--- src/rtl/wdt_pkg.sv ---
// constants, field layout and types of the watchdog and reset-cause block
// assumes one system clock pclk (50 MHz) and an apb master for software access
// Summary of operation
// - watchdog reset sets cause bit 3; cleared by write zero
// - brown-out reset sets cause bit 2; write zero clears
// - external reset sets cause bit 1; write zero clears
// - power-on sets cause bit 0; only write zero clears
// - cause bits 7..4 always read zero
// - time-out in interrupt mode sets flag; vector or one clears
// - interrupt taken only with global and local enable
// - reset and interrupt enables choose the mode
// - combined mode: vector clears enable and flag
// - combined mode: unserved flag plus time-out resets
// - programmed always-on fuse forces reset mode
// - clearing reset enable or period needs change window
// - change window closes four clock cycles after opening
// - reset enable forced set while watchdog cause set
// - period code 0..9 gives 2048 to 1048576 cycles
// - new values written within four cycles, window bit clear
// - restart request clears the watchdog counter
// - time-out reset is a one-cycle pulse
// - counter counts cycles of the separate watchdog oscillator
`default_nettype none

package wdt_pkg;

    // ------------------------------------------------------------
    // register map
    // ------------------------------------------------------------
    localparam int          ADDR_W          = 12;
    localparam logic [11:0] CTRL_ADDR       = 12'h060;
    localparam logic [11:0] CAUSE_ADDR      = 12'h064;

    // ------------------------------------------------------------
    // field positions
    // ------------------------------------------------------------
    localparam int CTRL_IF_BIT  = 7;
    localparam int CTRL_IE_BIT  = 6;
    localparam int CTRL_P3_BIT  = 5;
    localparam int CTRL_CE_BIT  = 4;
    localparam int CTRL_RE_BIT  = 3;
    localparam int CTRL_P2_BIT  = 2;
    localparam int CAUSE_WD_BIT = 3;
    localparam int CAUSE_BO_BIT = 2;
    localparam int CAUSE_EX_BIT = 1;
    localparam int CAUSE_PO_BIT = 0;

    // ------------------------------------------------------------
    // reset values and timing
    // ------------------------------------------------------------
    localparam logic [3:0] PERIOD_RESET         = 4'h0;
    localparam logic [2:0] CHANGE_WINDOW_CYCLES = 3'h4;
    localparam logic [4:0] PERIOD_BASE_LOG2     = 5'h0B;
    localparam logic [3:0] PERIOD_MAX_SEL       = 4'h9;
    localparam int         COUNT_W              = 20;

    // ------------------------------------------------------------
    // types
    // ------------------------------------------------------------
    typedef enum logic [1:0] {
        WDT_STOPPED,
        WDT_INT,
        WDT_RST,
        WDT_INT_RST
    } wdt_mode_t;

    typedef struct packed {
        logic brownout;
        logic external_pin;
    } wdt_reset_events_t;

    typedef struct packed {
        logic       timeout_interrupt_flag;
        logic       timeout_interrupt_enable;
        logic [3:0] timeout_period_select;
        logic       timeout_reset_enable;
        logic [2:0] window_count;
        logic       watchdog_reset_cause_flag;
        logic       brownout_cause_flag;
        logic       external_pin_cause_flag;
        logic       power_on_cause_flag;
        logic       sys_reset_pulse;
        logic [7:0] rdata;
    } wdt_state_t;

endpackage

`default_nettype wire

--- src/rtl/wdt_osc_sync.sv ---
// synchroniser and rising-edge finder for the watchdog oscillator pin
// assumes the oscillator runs far slower than pclk
`default_nettype none

module wdt_osc_sync (
    input  wire logic pclk,
    input  wire logic presetn,
    input  wire logic osc_in,
    output logic      osc_rise
);

    typedef struct packed {
        logic meta;
        logic sync;
        logic last;
    } wdt_sync_state_t;

    wdt_sync_state_t s;
    wdt_sync_state_t next_s;

    // ------------------------------------------------------------
    // two-stage synchroniser, edge taken after the second stage
    // ------------------------------------------------------------
    always_comb begin
        next_s      = s;
        next_s.meta = osc_in;
        next_s.sync = s.meta;
        next_s.last = s.sync;
    end

    always_ff @(posedge pclk or negedge presetn) begin
        if (!presetn) begin
            s <= '0;
        end else begin
            s <= next_s;
        end
    end

    assign osc_rise = s.sync & ~s.last;
endmodule

`default_nettype wire

--- src/rtl/wdt_counter.sv ---
// watchdog period counter, advanced by oscillator edges
// assumes tick is a one-cycle pulse per oscillator period
`default_nettype none

module wdt_counter #(
    parameter int COUNT_W = wdt_pkg::COUNT_W
) (
    input  wire logic       pclk,
    input  wire logic       presetn,
    input  wire logic       tick,
    input  wire logic       run,
    input  wire logic       restart,
    input  wire logic [3:0] period_select,
    output logic            timeout
);

    typedef struct packed {
        logic [COUNT_W-1:0] count;
        logic               timeout;
    } wdt_cnt_state_t;

    wdt_cnt_state_t     s;
    wdt_cnt_state_t     next_s;
    logic [3:0]         sel;
    logic [4:0]         shift;
    logic [COUNT_W-1:0] terminal;

    // reserved codes fall back to the longest period rather than wrapping short
    assign sel      = (period_select > wdt_pkg::PERIOD_MAX_SEL) ? wdt_pkg::PERIOD_MAX_SEL
                                                                : period_select;
    assign shift    = wdt_pkg::PERIOD_BASE_LOG2 + {1'b0, sel};
    assign terminal = (COUNT_W'(1) << shift) - COUNT_W'(1);

    always_comb begin
        next_s         = s;
        next_s.timeout = 1'b0;
        if (restart || !run) begin
            next_s.count = '0;
        end else if (tick) begin
            if (s.count >= terminal) begin
                next_s.count   = '0;
                next_s.timeout = 1'b1;
            end else begin
                next_s.count = s.count + COUNT_W'(1);
            end
        end
    end

    always_ff @(posedge pclk or negedge presetn) begin
        if (!presetn) begin
            s <= '0;
        end else begin
            s <= next_s;
        end
    end

    assign timeout = s.timeout;
endmodule

`default_nettype wire

--- src/rtl/wdt_top.sv ---
// watchdog timer with control register and reset-cause register on apb
// assumes presetn is the power-on reset and the core supplies restart,
// interrupt-vector acknowledge and the global interrupt enable as pulses/levels
`default_nettype none

module wdt_top (
    input  wire logic                      pclk,
    input  wire logic                      presetn,
    input  wire logic                      psel,
    input  wire logic                      penable,
    input  wire logic                      pwrite,
    input  wire logic [11:0]               paddr,
    input  wire logic [31:0]               pwdata,
    output logic      [31:0]               prdata,
    output logic                           pready,
    output logic                           pslverr,
    input  wire logic                      wdt_osc_in,
    input  wire logic                      always_on_fuse,
    input  wire logic                      global_int_enable,
    input  wire logic                      wdt_restart,
    input  wire logic                      irq_vector_ack,
    input  wire wdt_pkg::wdt_reset_events_t reset_events,
    output logic                           wdt_irq,
    output logic                           wdt_system_reset
);

    wdt_pkg::wdt_state_t s;
    wdt_pkg::wdt_state_t next_s;
    wdt_pkg::wdt_mode_t  mode;

    logic       osc_rise;
    logic       timeout;
    logic       fuse_programmed;
    logic       reset_enable_eff;
    logic       int_enable_eff;
    logic       window_open;
    logic       hit_ctrl;
    logic       hit_cause;
    logic       wr_ctrl;
    logic       wr_cause;
    logic       rd_setup;
    logic       sys_reset_event;
    logic       counter_restart;
    logic [7:0] wbyte;
    logic [7:0] ctrl_view;
    logic [7:0] cause_view;

    // ------------------------------------------------------------
    // oscillator edge and period counter
    // ------------------------------------------------------------
    wdt_osc_sync u_sync (
        .pclk     (pclk),
        .presetn  (presetn),
        .osc_in   (wdt_osc_in),
        .osc_rise (osc_rise)
    );

    wdt_counter #(
        .COUNT_W (wdt_pkg::COUNT_W)
    ) u_counter (
        .pclk          (pclk),
        .presetn       (presetn),
        .tick          (osc_rise),
        .run           (mode != wdt_pkg::WDT_STOPPED),
        .restart       (counter_restart),
        .period_select (s.timeout_period_select),
        .timeout       (timeout)
    );

    // ------------------------------------------------------------
    // effective mode
    // ------------------------------------------------------------
    assign fuse_programmed  = ~always_on_fuse;
    assign reset_enable_eff = fuse_programmed | s.timeout_reset_enable
                            | s.watchdog_reset_cause_flag;
    assign int_enable_eff   = ~fuse_programmed & s.timeout_interrupt_enable;
    assign window_open      = (s.window_count != 3'h0);

    always_comb begin
        unique case ({reset_enable_eff, int_enable_eff})
            2'b00:   mode = wdt_pkg::WDT_STOPPED;
            2'b01:   mode = wdt_pkg::WDT_INT;
            2'b10:   mode = wdt_pkg::WDT_RST;
            2'b11:   mode = wdt_pkg::WDT_INT_RST;
        endcase
    end

    // ------------------------------------------------------------
    // apb decode
    // ------------------------------------------------------------
    assign hit_ctrl  = (paddr == wdt_pkg::CTRL_ADDR);
    assign hit_cause = (paddr == wdt_pkg::CAUSE_ADDR);
    assign wr_ctrl   = psel & penable & pwrite & hit_ctrl;
    assign wr_cause  = psel & penable & pwrite & hit_cause;
    assign rd_setup  = psel & ~penable & ~pwrite;
    assign wbyte     = pwdata[7:0];

    assign ctrl_view  = {s.timeout_interrupt_flag, int_enable_eff,
                         s.timeout_period_select[3], window_open, reset_enable_eff,
                         s.timeout_period_select[2:0]};
    assign cause_view = {4'h0, s.watchdog_reset_cause_flag, s.brownout_cause_flag,
                         s.external_pin_cause_flag, s.power_on_cause_flag};

    // any system reset other than power-on restarts the watchdog and its setup
    assign sys_reset_event = s.sys_reset_pulse | reset_events.brownout
                           | reset_events.external_pin;
    assign counter_restart = wdt_restart | sys_reset_event;

    // ------------------------------------------------------------
    // next state
    // ------------------------------------------------------------
    always_comb begin
        next_s                 = s;
        next_s.sys_reset_pulse = 1'b0;
        if (window_open) begin
            next_s.window_count = s.window_count - 3'h1;
        end

        if (rd_setup) begin
            next_s.rdata = hit_cause ? cause_view : (hit_ctrl ? ctrl_view : 8'h00);
        end

        if (wr_ctrl) begin
            if (wbyte[wdt_pkg::CTRL_IF_BIT]) begin
                next_s.timeout_interrupt_flag = 1'b0;
            end
            next_s.timeout_interrupt_enable = wbyte[wdt_pkg::CTRL_IE_BIT];
            if (wbyte[wdt_pkg::CTRL_CE_BIT] && wbyte[wdt_pkg::CTRL_RE_BIT]) begin
                next_s.window_count         = wdt_pkg::CHANGE_WINDOW_CYCLES;
                next_s.timeout_reset_enable = 1'b1;
            end else if (window_open && !wbyte[wdt_pkg::CTRL_CE_BIT]) begin
                next_s.timeout_reset_enable  = wbyte[wdt_pkg::CTRL_RE_BIT];
                next_s.timeout_period_select = {wbyte[wdt_pkg::CTRL_P3_BIT],
                                                wbyte[wdt_pkg::CTRL_P2_BIT:0]};
                next_s.window_count          = 3'h0;
            end else begin
                // outside the window reset enable can only be raised
                next_s.timeout_reset_enable = s.timeout_reset_enable
                                            | wbyte[wdt_pkg::CTRL_RE_BIT];
            end
        end

        if (wr_cause) begin
            next_s.watchdog_reset_cause_flag = s.watchdog_reset_cause_flag
                                             & wbyte[wdt_pkg::CAUSE_WD_BIT];
            next_s.brownout_cause_flag       = s.brownout_cause_flag
                                             & wbyte[wdt_pkg::CAUSE_BO_BIT];
            next_s.external_pin_cause_flag   = s.external_pin_cause_flag
                                             & wbyte[wdt_pkg::CAUSE_EX_BIT];
            next_s.power_on_cause_flag       = s.power_on_cause_flag
                                             & wbyte[wdt_pkg::CAUSE_PO_BIT];
        end

        if (irq_vector_ack) begin
            next_s.timeout_interrupt_flag = 1'b0;
            if (mode == wdt_pkg::WDT_INT_RST) begin
                next_s.timeout_interrupt_enable = 1'b0;
            end
        end

        // time-out placed after the clears so that a set wins
        if (timeout) begin
            unique case (mode)
                wdt_pkg::WDT_STOPPED: begin
                end
                wdt_pkg::WDT_INT: begin
                    next_s.timeout_interrupt_flag = 1'b1;
                end
                wdt_pkg::WDT_RST: begin
                    next_s.sys_reset_pulse = 1'b1;
                end
                wdt_pkg::WDT_INT_RST: begin
                    if (s.timeout_interrupt_flag) begin
                        next_s.sys_reset_pulse = 1'b1;
                    end else begin
                        next_s.timeout_interrupt_flag = 1'b1;
                    end
                end
            endcase
        end

        // a system reset returns the control bits to their initial values;
        // reset enable survives so the cause flag can keep it forced
        if (sys_reset_event) begin
            next_s.timeout_interrupt_flag   = 1'b0;
            next_s.timeout_interrupt_enable = 1'b0;
            next_s.timeout_period_select    = wdt_pkg::PERIOD_RESET;
            next_s.window_count             = 3'h0;
            next_s.sys_reset_pulse          = 1'b0;
        end
        if (s.sys_reset_pulse) begin
            next_s.watchdog_reset_cause_flag = 1'b1;
        end
        if (reset_events.brownout) begin
            next_s.brownout_cause_flag = 1'b1;
        end
        if (reset_events.external_pin) begin
            next_s.external_pin_cause_flag = 1'b1;
        end
    end

    // power-on reset clears every flag except the power-on flag
    always_ff @(posedge pclk or negedge presetn) begin
        if (!presetn) begin
            s                     <= '0;
            s.power_on_cause_flag <= 1'b1;
        end else begin
            s <= next_s;
        end
    end

    // ------------------------------------------------------------
    // outputs
    // ------------------------------------------------------------
    assign prdata           = {24'h000000, s.rdata};
    assign pready           = 1'b1;
    assign pslverr          = psel & penable & ~(hit_ctrl | hit_cause);
    assign wdt_irq          = s.timeout_interrupt_flag & int_enable_eff
                            & global_int_enable;
    assign wdt_system_reset = s.sys_reset_pulse;
endmodule

`default_nettype wire

--- config.mk ---
export PLATFORM = sky130hd
export DESIGN_NAME = wdt_top
export DESIGN_NICKNAME = d
export VERILOG_FILES = /design/src/rtl/wdt_pkg.sv /design/src/rtl/wdt_osc_sync.sv /design/src/rtl/wdt_counter.sv /design/src/rtl/wdt_top.sv
export SDC_FILE = /design/constraint.sdc
export NUM_CORES = 1
export LEC_CHECK = 0
export BUFFER_PORTS_ARGS = -buffer_cell sky130_fd_sc_hd__buf_2
export CAP_MARGIN = 40
export CORE_ASPECT_RATIO = 0.9
export CORE_UTILIZATION = 40
export CTS_BUF_LIST = sky130_fd_sc_hd__clkbuf_4
export CTS_CLUSTER_SIZE = 20
export DETAILED_ROUTE_END_ITERATION = 7
export GPL_TIMING_DRIVEN = 0
export PLACE_DENSITY = 0.66
export SKIP_CTS_REPAIR_TIMING = 1
export SYNTH_ARGS = -nofsm -noshare
export SYNTH_HDL_FRONTEND = slang
export SYNTH_SLANG_ARGS = --single-unit
--- constraint.sdc ---
create_clock -name pclk -period 2.8 [get_ports pclk]
set_input_delay 0.28 -clock pclk [delete_from_list [all_inputs] [get_ports pclk]]
set_output_delay 0.28 -clock pclk [all_outputs]
set_load 0.02 [all_outputs]
== Word level (Yosys, flattened, before mapping) ==
Cells that the tools add are included.

* Output and inout bits: 36
* Memories: 0
* RAM bits: 0
* Bits in registers: 47
* Bits in read-only memories: 0
* Bits in latches: 0
* Bits of input ports: 56

* Divide/modulo/power cells: 0
* Shift operators: 1
* Mux-type cells: 32
* $lt $le $gt $ge: 2
* Reduce and logical (&&, ||, !) cells: 15
* Add/subtract/negate cells: 4
* Multiply operators: 0
* Bitwise operators: 27
* Eq/ne operators: 9

{| class="wikitable"
|+ Operators by type and width
! kind !! number
|-
| 2-to-1 mux 20 bit || 2
|-
| == test 12 x 7 -> 1 bit, second input constant || 2
|-
| 2-to-1 mux 21 bit || 1
|-
| adder 20 x 1 -> 20 bit, second input constant || 1
|-
| >= comparator 20 bit || 1
|-
| 2-to-1 mux 4 bit || 5
|-
| << shifter 1 x 5 -> 20 bit, first input constant || 1
|-
| subtractor 20 x 2 -> 20 bit, second input constant || 1
|-
| 2-to-1 mux 8 bit || 2
|-
| bitwise AND 1 bit || 15
|-
| nonzero test 2 bit || 7
|-
| 2-to-1 mux 1 bit || 13
|-
| 2-to-1 mux 10 bit || 1
|-
| 2-to-1 mux 3 bit || 3
|-
| == test 2 bit, second input constant || 4
|-
| one-hot mux 2 bit (4 select lines) || 1
|-
| OR 1 bit || 7
|-
| 2-to-1 mux 6 bit || 1
|-
| adder 4 x 4 -> 5 bit, first input constant || 1
|-
| inverter 1 bit || 5
|-
| == test 2 x 1 -> 1 bit, second input constant || 2
|-
| > comparator 4 bit, second input constant || 1
|-
| one-hot mux 1 bit (2 select lines) || 2
|-
| AND reduction 3 bit || 1
|-
| 8 further kinds || 10
|}

== Longest topological paths before layout ==
Gate-level depths: netlist of run 1.

* Depth in word-level cells: 12
* Depth in mapped cells: 12

== By module ==
Synthesis of run 1 repeated with hierarchy kept, for this count alone.

* Cells, all modules: 383
* Area total of the unflattened synthesis: 3358.2 µm²

{| class="wikitable"
|+ By module, submodules not included
! module !! cells each !! instances !! area each (µm²)
|-
| wdt_counter || 217 || 1 || 1798.0
|-
| wdt_top || 162 || 1 || 1471.4
|-
| wdt_osc_sync || 4 || 1 || 88.8
|}

== Least setup slack after synthesis of run 1 ==
Ideal clock, no wire load.

* Path type: flip-flop to flip-flop
* Start: register s (netlist bit ctrl_view[1])
* End: register u_counter.s[19] (netlist name)
* Required time: 2697 ps
* Data arrival time: 2517 ps
* Cell stages (with the launch flop): 13
* Slack: 179 ps
* Clock period less this slack: 2621 ps
* Cell sequence: dfrtp_1 > clkbuf_1 > or2_2 > a21oi_1 > nand2b_1 > ha_1 > nand4_2 > nor3_1 > a2111oi_4 > o21a_1 > buf_6 > nand2_4 > o41ai_2

* Longest elaborated chain between the ends: 9

{| class="wikitable"
|+ Ends and longest elaborated chain
! element !! line !! source
|-
| from (decl) || wdt_top.sv:27 || <nowiki>wdt_pkg::wdt_state_t s;</nowiki>
|-
| from (signal assigned) || wdt_top.sv:208 || <nowiki>s <= next_s;</nowiki>
|-
| > comparator 4 bit || wdt_counter.sv:29 || <nowiki>assign sel = (period_select > wdt_pkg::PERIOD_MAX_SEL) ? wdt_pkg::PERIOD_MAX_SEL</nowiki>
|-
| 2-to-1 mux 4 bit (*) || wdt_counter.sv:29 ||
|-
| adder 4 x 4 -> 5 bit (*) || wdt_counter.sv:31 || <nowiki>assign shift = wdt_pkg::PERIOD_BASE_LOG2 + {1'b0, sel};</nowiki>
|-
| << shifter 1 x 5 -> 20 bit (*) || wdt_counter.sv:32 || <nowiki>assign terminal = (COUNT_W'(1) << shift) - COUNT_W'(1);</nowiki>
|-
| subtractor 20 x 2 -> 20 bit (*) || wdt_counter.sv:32 ||
|-
| >= comparator 20 bit (*) || wdt_counter.sv:40 || <nowiki>if (s.count >= terminal) begin</nowiki>
|-
| 2-to-1 mux 20 bit (*) || wdt_counter.sv:40 ||
|-
| 2-to-1 mux 21 bit (*) || wdt_counter.sv:39 || <nowiki>end else if (tick) begin</nowiki>
|-
| 2-to-1 mux 20 bit (*) || wdt_counter.sv:37 || <nowiki>if (restart || !run) begin</nowiki>
|-
| to (signal assigned) || wdt_counter.sv:53 || <nowiki>s <= next_s;</nowiki>
|-
| to (decl) || wdt_counter.sv:22 || <nowiki>wdt_cnt_state_t s;</nowiki>
|}

Mark *: on every way between the ends. The rest lies on a longest branch, timed or not. The select of a mux whose other input is x is not followed.
A chain may end at the register's enable or synchronous reset.

== Final worst setup path of run 1 ==
* Start: register s (netlist bit ctrl_view[1])
* End: register u_counter.s[4] (netlist name)

The elaborated chain is that of the path after synthesis.

==> impl_results.md, run 1 <==
* Min setup slack post-route at 85.88 ps
* Max cap viols at 0
* Die width at between 90 and 100 µm
* Initial antenna violation count at 0
* Worst Path Buf+Inv at 1
* Total gr overflow at 0
* CTS sink count at 47
* Final Hold Fails at 0
* Final wirelength at roughly 7400 µm
* Fin area at between 0.003 and 0.004 mm²
* Core Rows at 31
* Top Family by Delay on Critical Path: simple AND/OR/NAND/NOR gates
* Core ar. at roughly 0.008 mm²
* Tcrit/Tclk final at 96.93%
* YS warnings at 0
* Finish-stage setup viols at 0
* Wire length per cell at approximately 14 µm
* CTS Root Cell: clkbuf_4
* #FFs+latches synth at between 40 and 50
* Class of the worst hold path: in -> reg
* VDD IR-drop max at between 0.15 and 0.2 mV
* Netlist cell types at 59
* Fill cells at around 770
* Crit Path Max Fanout at 10
* EDFF count, synth at 0
* Initial Util at 41.13%
* Clock Path Buffers at 2
* Critical Path AT at 3000 ps
* Dpl hpwl at about 5600 µm
* Die area at around 0.0086 mm²
* I/O pins at 92
* Non-filler cells, final at approximately 540
* CTS buffer count at 5
* Final Skew at 17.17 ps
* Max Freq at between 0.3 and 0.4 GHz
* Sequential area share after synthesis at ~36%
* GRT Util Overall at about 17%
* Tightest Pin Transition at between 600 and 700 ps
* Vias in the first global route at about 2,500
* Final setup TNS at 0 ps
* CTS tree: done
* DRT antenna net count at 0
* CTS clock-pin slew for the worst setup and hold paths at roughly 150 ps
* Fraction of layout cells with a size suffix above 1 at 26.47%
* Mapped cell area at roughly 0.0033 mm²
* Area of placed instances at about 0.0038 mm²
* Cells after DPL at about 530
* CP endpoint kind: flop
* I/O Buffers at between 40 and 50
* Critical path class: reg -> reg
* GP Congestion at 0.8405
* Leading area contributor after synthesis: dfrtp_1
* Iter 0 DRT Violations at roughly 220
* Worst EP required at roughly 3100 ps
* Pre-CTS worst setup slack at -161.6 ps
* Area contributors post-synth: dfrtp_1, ha_1, buf_4
* Worst skew pair latency at roughly 370 ps
* Antenna diode count at 0
* Area delta synth->final at 19.70%
* Die height at about 88 µm
* Failing checks: design-rule violations
* Synth top area share at a little over a third
* Cell at the slowest stage of the critical path: dfrtp_2
* Fin nets at 521
* Outcome: finished with violations
* Htree depth at 2
* Cells after Synth at 356
* Slew HR at 57.22%
* Drt pass-1 iters at 7
* Minimum clock period at between 2000 and 3000 ps
* Slew Viols, Final at 0
* Startpoint types: flop
* Pwr per Cell Area at roughly 300 mW/mm²
* Syn avg cell area at slightly above 9 µm²
* Via count at roughly 2,800
* Worst path max stage delay at 470 ps
* Asr flop ratio synth at 100.0%
* Worst hold margin at ~94 ps
* Largest net degree at the start of global routing at 38
* Leak Pwr at around 2.0 nW
* First-pass GRT wire length at roughly 12,000 µm
* Main synth FF type: dfrtp_1
* Worst-path cell chain: or2_4, a21oi_4, nand2b_4, ha_1, nand4_4, nor2_1, a22oi_2, nand2_1, buf_4, o31a_1, mux2i_1
* # DRC at 6
* Post-DR vias/cell at approximately 5.1
==> final timing paths <==
| kind | start | to | slack (ps) | cells past startpoint |
|---|---|---|---|---|
| setup / recovery | ctrl_view[1] | u_counter.s[4] | 90 | 11 |
| hold / removal | irq_vector_ack | s[21] | 90 | 2 |
| setup reg to reg | ctrl_view[1] | u_counter.s[4] | 90 | 11 |
| hold reg to reg | u_sync.next_s[1] | u_sync.next_s[0] | 370 | 0 |
| max in group asynchronous | presetn | cause_view[0] | 1960 | 3 |
| min in group asynchronous | presetn | u_counter.s[6] | 310 | 2 |
==> metal layers <==
layer	track usage (%)	share of wire, %	wire [µm]	vias to the layer above
met5	0	0	0	-
met4	4.959	1.2	87	0
met3	2.235	4.4	321	8
met2	29.79	46	3413	75
met1	23.49	48	3528	1295
li1	-	-	-	1395
==> cells in the mapped netlist (3+ instances only) <==
master / instances
dfrtp_1: 46
nand3_1: 16
a31oi_1: 3
a31o_1: 4
nor3_1: 13
nor2_1: 26
o21a_1: 4
buf_6: 4
ha_1: 24
a22o_1: 11
a221o_1: 5
inv_1: 12
buf_4: 34
nand4_1: 4
o21ai_0: 12
nor4b_1: 3
a21o_1: 5
mux2i_1: 12
clkbuf_1: 8
o31ai_1: 7
nand2_1: 36
a211oi_1: 3
and3_1: 5
nand2b_1: 7
a21oi_1: 12
==> cells by family after synthesis <==
group / share of synthesized area, %
AND/OR/NAND/NOR: 20.92
AO/OA/AOI/OAI: 18.57
buffers and inverters: 11.37
flip-flops: 35.66
adder cells (fa/ha/maj): 9.094
multiplexers: 3.638
other: 0.2274
XOR/XNOR: 0.5306
==> sequential cells by signal, indices dropped and copies added (netlist names) <==
signal             flops
cause_view             4
wdt_system_reset       1
u_counter.s           20
u_counter.timeout      1
u_sync.next_s          2
prdata                 8
s                      5
ctrl_view              5
u_sync.s               1
==> metrics by stage <==
step	util [%]	power, W
finish	49.23	0.001185
global route	49.23	0.001245
CTS	47.65	0.001193
detailed placement	46.88	0.0008503
global placement	46.63	0.0008447
floorplan	-	0.0007984
==> cell type report <==
class                      count  area, µm²  share of cell area (%)
buffer                        44      330.3                   8.357
clock buffer                   6      45.04                   1.140
clock inverter                 2      17.52                  0.4432
inverter                      12      45.04                   1.140
multi-input combinational    281       1916                   48.46
sequential                    47       1181                   29.88
tap                           99      123.9                   3.134
timing repair buffer          50      294.0                   7.439
==> cell usage in the layout, fill, tap and decap left out, types with 6 or more instances in the layout <==
cell type,instances
dfrtp_1,43
buf_2,41
buf_4,39
nand2_1,36
conb_1,32
nor2_1,26
ha_1,24
nand3_1,16
nor3_1,13
inv_1,12
mux2i_1,12
o21ai_0,11
a21oi_1,11
a22o_1,11
o31ai_1,7
buf_6,6
nand2b_1,6
clkbuf_4,6
==> report_power, final <==
part           total (W)  internal [W]  switching (W)  leakage [nW]
Clock           0.000341      0.000112       0.000229        0.0358
Sequential      0.000683      0.000681     0.00000122         0.631
Combinational   0.000162     0.0000679      0.0000937          1.35
Power figures use the tool's default switching activity.
==> run 2, diff against run 1 <==
--- a/config.mk
+++ b/config.mk
@@ -5,15 +5,15 @@
 export SDC_FILE = /design/constraint.sdc
 export NUM_CORES = 1
 export LEC_CHECK = 0
+export ABC_AREA = 1
 export BUFFER_PORTS_ARGS = -buffer_cell sky130_fd_sc_hd__buf_2
 export CAP_MARGIN = 40
 export CORE_ASPECT_RATIO = 0.9
-export CORE_UTILIZATION = 40
+export CORE_UTILIZATION = 30
 export CTS_BUF_LIST = sky130_fd_sc_hd__clkbuf_4
 export CTS_CLUSTER_SIZE = 20
 export DETAILED_ROUTE_END_ITERATION = 7
 export GPL_TIMING_DRIVEN = 0
-export PLACE_DENSITY = 0.66
 export SKIP_CTS_REPAIR_TIMING = 1
 export SYNTH_ARGS = -nofsm -noshare
 export SYNTH_HDL_FRONTEND = slang
==> impl_results.md, run 2 <==
* Leading area contributor after synthesis: dfrtp_1
* Sequential area share after synthesis at 31.32% (-4.3 points)
* Util after Layout at 36.12% (-13 points)
* GRT Util Overall at 13.17% (-4.3 points)
* Htree depth at 2 (unchanged)
* I/O pins at 92 (unchanged)
* Top Family by Delay on Critical Path: simple AND/OR/NAND/NOR gates
* Fin area at 0.004379 mm² (+11%)
* Minimum clock period at 2464 ps (-250.5 ps)
* YS warnings at 0 (unchanged)
* Largest net degree at the start of global routing at 37 (-2.6%)
* Post-synthesis mux area share at 0% (-3.6 points)
* Cells after Synth at 512 (+44%)
* Initial Util at 31.00% (-10 points)
* Simple-gate share of the synthesized area at 34.49% (+14 points)
* R2r startpoint: ctrl_view[5]
* Drt pass-1 iters at 4 (-3)
* Die height at 108.2 µm (+23%)
* Switch share at 28.78% (+1.5 points)
* Final setup TNS at 0 ps (unchanged)
* CTS buffer count at 5 (unchanged)
* #FFs+latches synth at 47 (unchanged)
* Most numerous cell in the Yosys netlist: nand2_1
* Main synth FF type: dfrtp_1
* Switch Pwr at 0.0003409 W (+5.3%)
* CTS tree: done
* Top reg by flops: u_counter.s
* Class of the worst hold path: in -> reg
* GP Congestion at 0.8340 (-0.77%)
* Via count at 3,292 (+19%)
* First-pass GRT wire length at 13,830 µm (+15%)
* Post-Synth Adder-Cell Area at 7.989% (-1.1 points)
* DRT antenna net count at 0 (unchanged)
* Most used cell, CP: nor2_1
* Critical Path AT at 2720 ps (-280 ps)
* Iter 0 DRT Violations at 168 (-24%)
* Post-DR vias/cell at 4.360 (-15%)
* Max cap viols at 0 (unchanged)
* Initial antenna violation count at 0 (unchanged)
* VDD IR-drop max at 0.1842 mV (+17%)
* I/O Buffers at 42 (+2.4%)
* Worst skew pair latency at 360 ps (about the same)
* Area delta synth->final at 16.51%
* Asr flop ratio synth at 100.0% (unchanged)
* Combinational power share at 14.2% (+0.6 points)
* Xor/xnor share of the synthesized area at 0.2330% (-0.30 points)
* Final wirelength at 8178 µm (+11%)
* Synth Area in Compound Gates at 10.65% (-7.9 points)
* Max Freq at 0.4059 GHz (+10%)
* CP endpoint kind: flop
* Most frequent cells in the layout: nand2_1, nor2_1, inv_1, dfrtp_1, buf_2
* CP Depth at 15 (+4)
* Clock Path Buffers at 2 (unchanged)
* Slew Viols, Final at 0 (unchanged)
* Clk pwr share at 28.2% (-0.5 points)
* Area of placed instances at 0.004302 mm² (+14%)
* Reg2reg end: u_counter.s[19]
* Vias in the first global route at 3,109 (+23%)
* # DRC at 0 (-6)
* CTS sink count at 47 (unchanged)
* Flop-to-flop setup slack at 340 ps (+250 ps)
* Total gr overflow at 0 (unchanged)
* Fill cells at 1,266 (+65%)
* EDFF count, synth at 0 (unchanged)
* Fraction of layout cells with a size suffix above 1 at 23.03% (-3.4 points)
* Wire length per cell at 10.83 µm (-20%)
* Total chip power at 0.001185 W (about the same)
* Netlist cell types at 45 (-24%)
* Leak Pwr at 2.295 nW (+14%)
* Worst-path cell chain: clkbuf_1, nor2_1, nand2_1, nor2_1, o21ai_0, o21ai_0, ha_1, nand2_1, nor2_1, nand2_2, nor2_4, nand2_2, nand4_4, buf_12, o21bai_2
* Final Hold Fails at 0 (unchanged)
* Startpoint types: flop
* Worst path max stage delay at 350 ps (-120 ps)
* Synth top area share at 30.63% (-4.2 points)
* Antenna diode count at 0 (unchanged)
* R2R depth at 15 (+4)
* Die area at 0.01298 mm² (+51%)
* CTS clock-pin slew for the worst setup and hold paths at 150 ps (about the same)
* Largest family of logic cells by synthesized area: simple AND/OR/NAND/NOR gates
* Crit. Startpoint: ctrl_view[5]
* Critical path class: reg -> reg
* Worst EP required at 3060 ps (-30 ps)
* Finish-stage setup viols at 0 (unchanged)
* RSZ-0062 raised after global routing: false
* Worst hold margin at 117.6 ps (+24.04 ps)
* CTS Root Cell: clkbuf_4
* Pwr per Cell Area at 270.5 mW/mm² (-9.8%)
* Syn avg cell area at 7.341 µm² (-21%)
* Area contributors post-synth: dfrtp_1, nand2_1, ha_1
* Leading cell type in the layout, fill and taps excluded: nand2_1
* Dpl hpwl at 6591 µm (+17%)
* Worst Path Buf+Inv at 2 (+1)
* Die width at 120.0 µm (+23%)
* Outcome: finished, final reports clean
* Tcrit/Tclk final at 87.99% (-8.9 points)
* Cell at the slowest stage of the critical path: dfrtp_1
* Core Rows at 38 (+23%)
* Core ar. at 0.01212 mm² (+51%)
* Worst Setup EP: u_counter.s[19]
* Crit Path Max Fanout at 10 (unchanged)
* Max reg flops at 20 (unchanged)
* Internal power at 0.0008437 W (-2.0%)
* Final Skew at 13.35 ps (-3.824 ps)
* Post-synth top cells: nand2_1, nor2_1, inv_1
* Mapped cell area at 0.003759 mm² (+14%)
* Sequential group share of total power at 57.6% (about the same)
* Fin nets at 674 (+29%)
==> run 2: cell types whose count changed in the layout (fill, tap and decap cells not counted), sizes merged, moves of 12 or more <==
cell	delta
nand2	+98
inv	+54
nor2	+45
nand3	+27
o21bai	+19
mux2i	-12
==> run 2: per-layer routing <==
metal  up-vias  GRT usage (%)  part of all wire (%)
met5         -              0                     0
met2        42          23.44                    49
met1      1521          16.77                    48
li1       1725              -                     -
met4         0          3.304                  0.76
met3         4          1.741                   2.5
==> run 2: cell families (layout without fill, tap and decap cells) <==
kind of cell / Yosys count / after routing
AND/OR/NAND/NOR: 271 / 271
buffers and inverters: 108 / 161
AO/OA/AOI/OAI: 59 / 59
flip-flops: 47 / 47
adder cells (fa/ha/maj): 24 / 24
other: 2 / 32
XOR/XNOR: 1 / 1
==> run 2: tightest hold or removal path: stages <==
cell,delay (ps)
buf_2,90
nand2_1,50
nand2_1,50
==> run 2: worst min path at each step <==
| stage | from | end | slack (ps) | cells after the start |
|---|---|---|---|---|
| 2_1_floorplan | presetn | cause_view[1] | -20 | 0 |
| 5_1_grt | reset_events[1] | cause_view[2] | 110 | 3 |
| 3_3_place_gp | u_sync.next_s[1] | u_sync.next_s[0] | 330 | 0 |
| 6_report | pwdata[5] | ctrl_view[5] | 120 | 3 |
| 3_5_place_dp | presetn | u_counter.s[2] | 200 | 1 |
| 4_1_cts | presetn | u_counter.s[2] | -220 | 1 |
==> run 2: stage by stage <==
stage	worst slack, ps	std cells
global placement	396.9	744
global route	61.62	755
floorplan	667.3	542
CTS	305.1	753
finish	336.4	755
detailed placement	330.2	745
==> run 2: power groups by stage <==
stage / sequential (W) / combinational (W) / clock (W)
floorplan: 0.000695 / 0.000110 / 0
global placement: 0.000695 / 0.000160 / 0
detailed placement: 0.000695 / 0.000166 / 0
CTS: 0.000683 / 0.000166 / 0.000346
global route: 0.000683 / 0.000189 / 0.000372
finish: 0.000683 / 0.000168 / 0.000334
==> run 2: cell type report <==
cell class | instances | area, µm² | area share (%)
Multi-Input combinational cell | 387 | 2126 | 48.54
Sequential cell | 47 | 1177 | 26.89
Buffer | 41 | 316.6 | 7.229
Inverter | 67 | 251.5 | 5.743
Timing Repair Buffer | 45 | 250.2 | 5.714
Tap cell | 160 | 200.2 | 4.571
Clock buffer | 5 | 37.54 | 0.8571
Clock inverter | 3 | 20.02 | 0.4571
==> run 3, diff against run 2 <==
--- a/config.mk
+++ b/config.mk
@@ -6,7 +6,7 @@
 export NUM_CORES = 1
 export LEC_CHECK = 0
 export ABC_AREA = 1
-export BUFFER_PORTS_ARGS = -buffer_cell sky130_fd_sc_hd__buf_2
+export BUFFER_PORTS_ARGS = -buffer_cell sky130_fd_sc_hd__buf_4
 export CAP_MARGIN = 40
 export CORE_ASPECT_RATIO = 0.9
 export CORE_UTILIZATION = 30
==> impl_results.md, run 3 (synthesized netlist as in run 2, its figures left out) <==
* Hold path start: reset_events[1]
* Total gr overflow at 0 (unchanged)
* CTS sink count at 47 (unchanged)
* Iter 0 DRT Violations at 164 (-2.4%)
* Area delta synth->final at 18.77%
* Initial Util at 31.00% (unchanged)
* Hold path cells at 3 (unchanged)
* Final setup TNS at 0 ps (unchanged)
* Worst skew pair latency at 370 ps (about the same)
* CTS tree: done
* Pwr per Cell Area at 266.8 mW/mm² (-1.4%)
* Leading cell type in the layout, fill and taps excluded: nand2_1
* Leak Pwr at 2.312 nW (+0.72%)
* Slew Viols, Final at 0 (unchanged)
* Largest net degree at the start of global routing at 48 (+30%)
* Worst Hold End: cause_view[2]
* Final Hold Fails at 0 (unchanged)
* Startpoint types: flop
* Critical path class: reg -> reg
* R2r startpoint: ctrl_view[5]
* CTS clock-pin slew for the worst setup and hold paths at 150 ps (about the same)
* Die area at 0.01298 mm² (unchanged)
* Core Rows at 38 (unchanged)
* Die width at 120.0 µm (unchanged)
* Top reg by flops: u_counter.s
* GP Congestion at 0.8056 (-3.4%)
* # DRC at 0 (unchanged)
* Final wirelength at 8318 µm (+1.7%)
* Max reg flops at 20 (unchanged)
* Wire length per cell at 11.03 µm (+1.8%)
* Flop-to-flop setup slack at 280 ps (-60 ps)
* Clock Path Buffers at 2 (unchanged)
* Fin area at 0.004464 mm² (+1.9%)
* Fill cells at 1,262 (-0.32%)
* Minimum clock period at 2525 ps (+61.18 ps)
* Slew HR at around three fifths
* Area of placed instances at 0.004387 mm² (+2.0%)
* Crit Path Max Fanout at 10 (unchanged)
* Core ar. at 0.01212 mm² (unchanged)
* First-pass GRT wire length at 14,080 µm (+1.8%)
* DRT antenna net count at 0 (unchanged)
* Htree depth at 2 (unchanged)
* Final Skew at 13.92 ps (+0.5718 ps)
* I/O Buffers at 42 (unchanged)
* CP endpoint kind: flop
* Reg2reg end: u_counter.s[14]
* VDD IR-drop max at 0.1718 mV (-6.7%)
* Fin nets at 673 (-0.15%)
* I/O pins at 92 (unchanged)
* Die height at 108.2 µm (unchanged)
* Critical Path AT at 2780 ps (+60 ps)
* RSZ-0062 raised after global routing: false
* Tightest Pin Transition at ~600 ps
* Dpl hpwl at 6613 µm (+0.32%)
* GRT Util Overall at 13.37% (+0.20 points)
* Post-DR vias/cell at 4.402 (+0.95%)
* Outcome: finished, final reports clean
* Tcrit/Tclk final at 90.17% (+2.2 points)
* Finish-stage setup viols at 0 (unchanged)
* Worst hold margin at 103.5 ps (-14.09 ps)
* Antenna diode count at 0 (unchanged)
* CTS Root Cell: clkbuf_4
* Initial antenna violation count at 0 (unchanged)
* Fraction of layout cells with a size suffix above 1 at 22.90% (-0.13 points)
* Drt pass-1 iters at 5 (+1)
* Vias in the first global route at 3,153 (+1.4%)
* Max Freq at 0.3961 GHz (-2.4%)
* Most frequent cells in the layout: nand2_1, buf_4, nor2_1, inv_1, dfrtp_1
* R2R depth at 15 (unchanged)
* Class of the worst hold path: in -> reg
* Worst EP required at 3060 ps (about the same)
* Via count at 3,319 (+0.82%)
* Max cap viols at 0 (unchanged)
* CTS buffer count at 5 (unchanged)
==> run 3: cell count changes in the layout (fill, tap and decap cells not counted), sizes merged <==
cell / delta
buf: -1
==> run 3: how the worst max path moves through the flow <==
stage	start	to	slack [ps]
5_1_grt	ctrl_view[5]	u_counter.s[11]	20
3_3_place_gp	ctrl_view[5]	u_counter.s[10]	400
2_1_floorplan	ctrl_view[5]	u_counter.s[11]	670
6_report	ctrl_view[5]	u_counter.s[14]	280
3_5_place_dp	ctrl_view[5]	u_counter.s[11]	290
4_1_cts	ctrl_view[1]	u_counter.s[16]	250
==> run 3: where the power goes <==
group / total [W] / internal (W) / switching, W
clock network: 0.000331 / 0.0000969 / 0.000234
registers: 0.000683 / 0.000682 / 0.00000102
logic: 0.000178 / 0.0000748 / 0.000103
==> run 3: layer usage <==
layer | up-vias | GRT usage, % | share of wire (%)
met5 | - | 0 | 0
met3 | 10 | 1.688 | 3.7
met2 | 56 | 23.48 | 48
li1 | 1728 | - | -
met1 | 1525 | 17.11 | 47
met4 | 0 | 3.929 | 1.6
==> run 3: layout make-up <==
| cell class | count | area, µm² | area share [%] |
|---|---|---|---|
| Multi-Input combinational cell | 387 | 2126 | 47.62 |
| Sequential cell | 47 | 1177 | 26.37 |
| Timing Repair Buffer | 44 | 335.3 | 7.511 |
| Buffer | 41 | 316.6 | 7.091 |
| Inverter | 67 | 251.5 | 5.633 |
| Tap cell | 160 | 200.2 | 4.484 |
| Clock buffer | 5 | 37.54 | 0.8408 |
| Clock inverter | 3 | 20.02 | 0.4484 |
==> run 3: metrics by stage <==
stage	power (W)	std cells	worst slack, ps	utilization [%]
3_5_place_dp	0.0008700	744	288.6	36.18
4_1_cts	0.001208	752	251.5	36.66
6_report	0.001191	754	275.2	36.82
2_1_floorplan	0.0008055	542	667.3	-
3_3_place_gp	0.0008671	744	399.7	36.18
5_1_grt	0.001257	754	17.32	36.82
==> run 3: critical path, stage by stage (launching register included) <==
cell and delay, ps:
dfrtp_1 350, clkbuf_1 280, nor2_1 120, nand2_1 90
nor2_1 60, o21ai_0 170, o21ai_0 120, ha_1 300
nand2_1 40, nor2_1 170, nand2_2 100, nor2_4 120
nand2_2 70, nand4_4 180, buf_12 170, o21bai_2 60
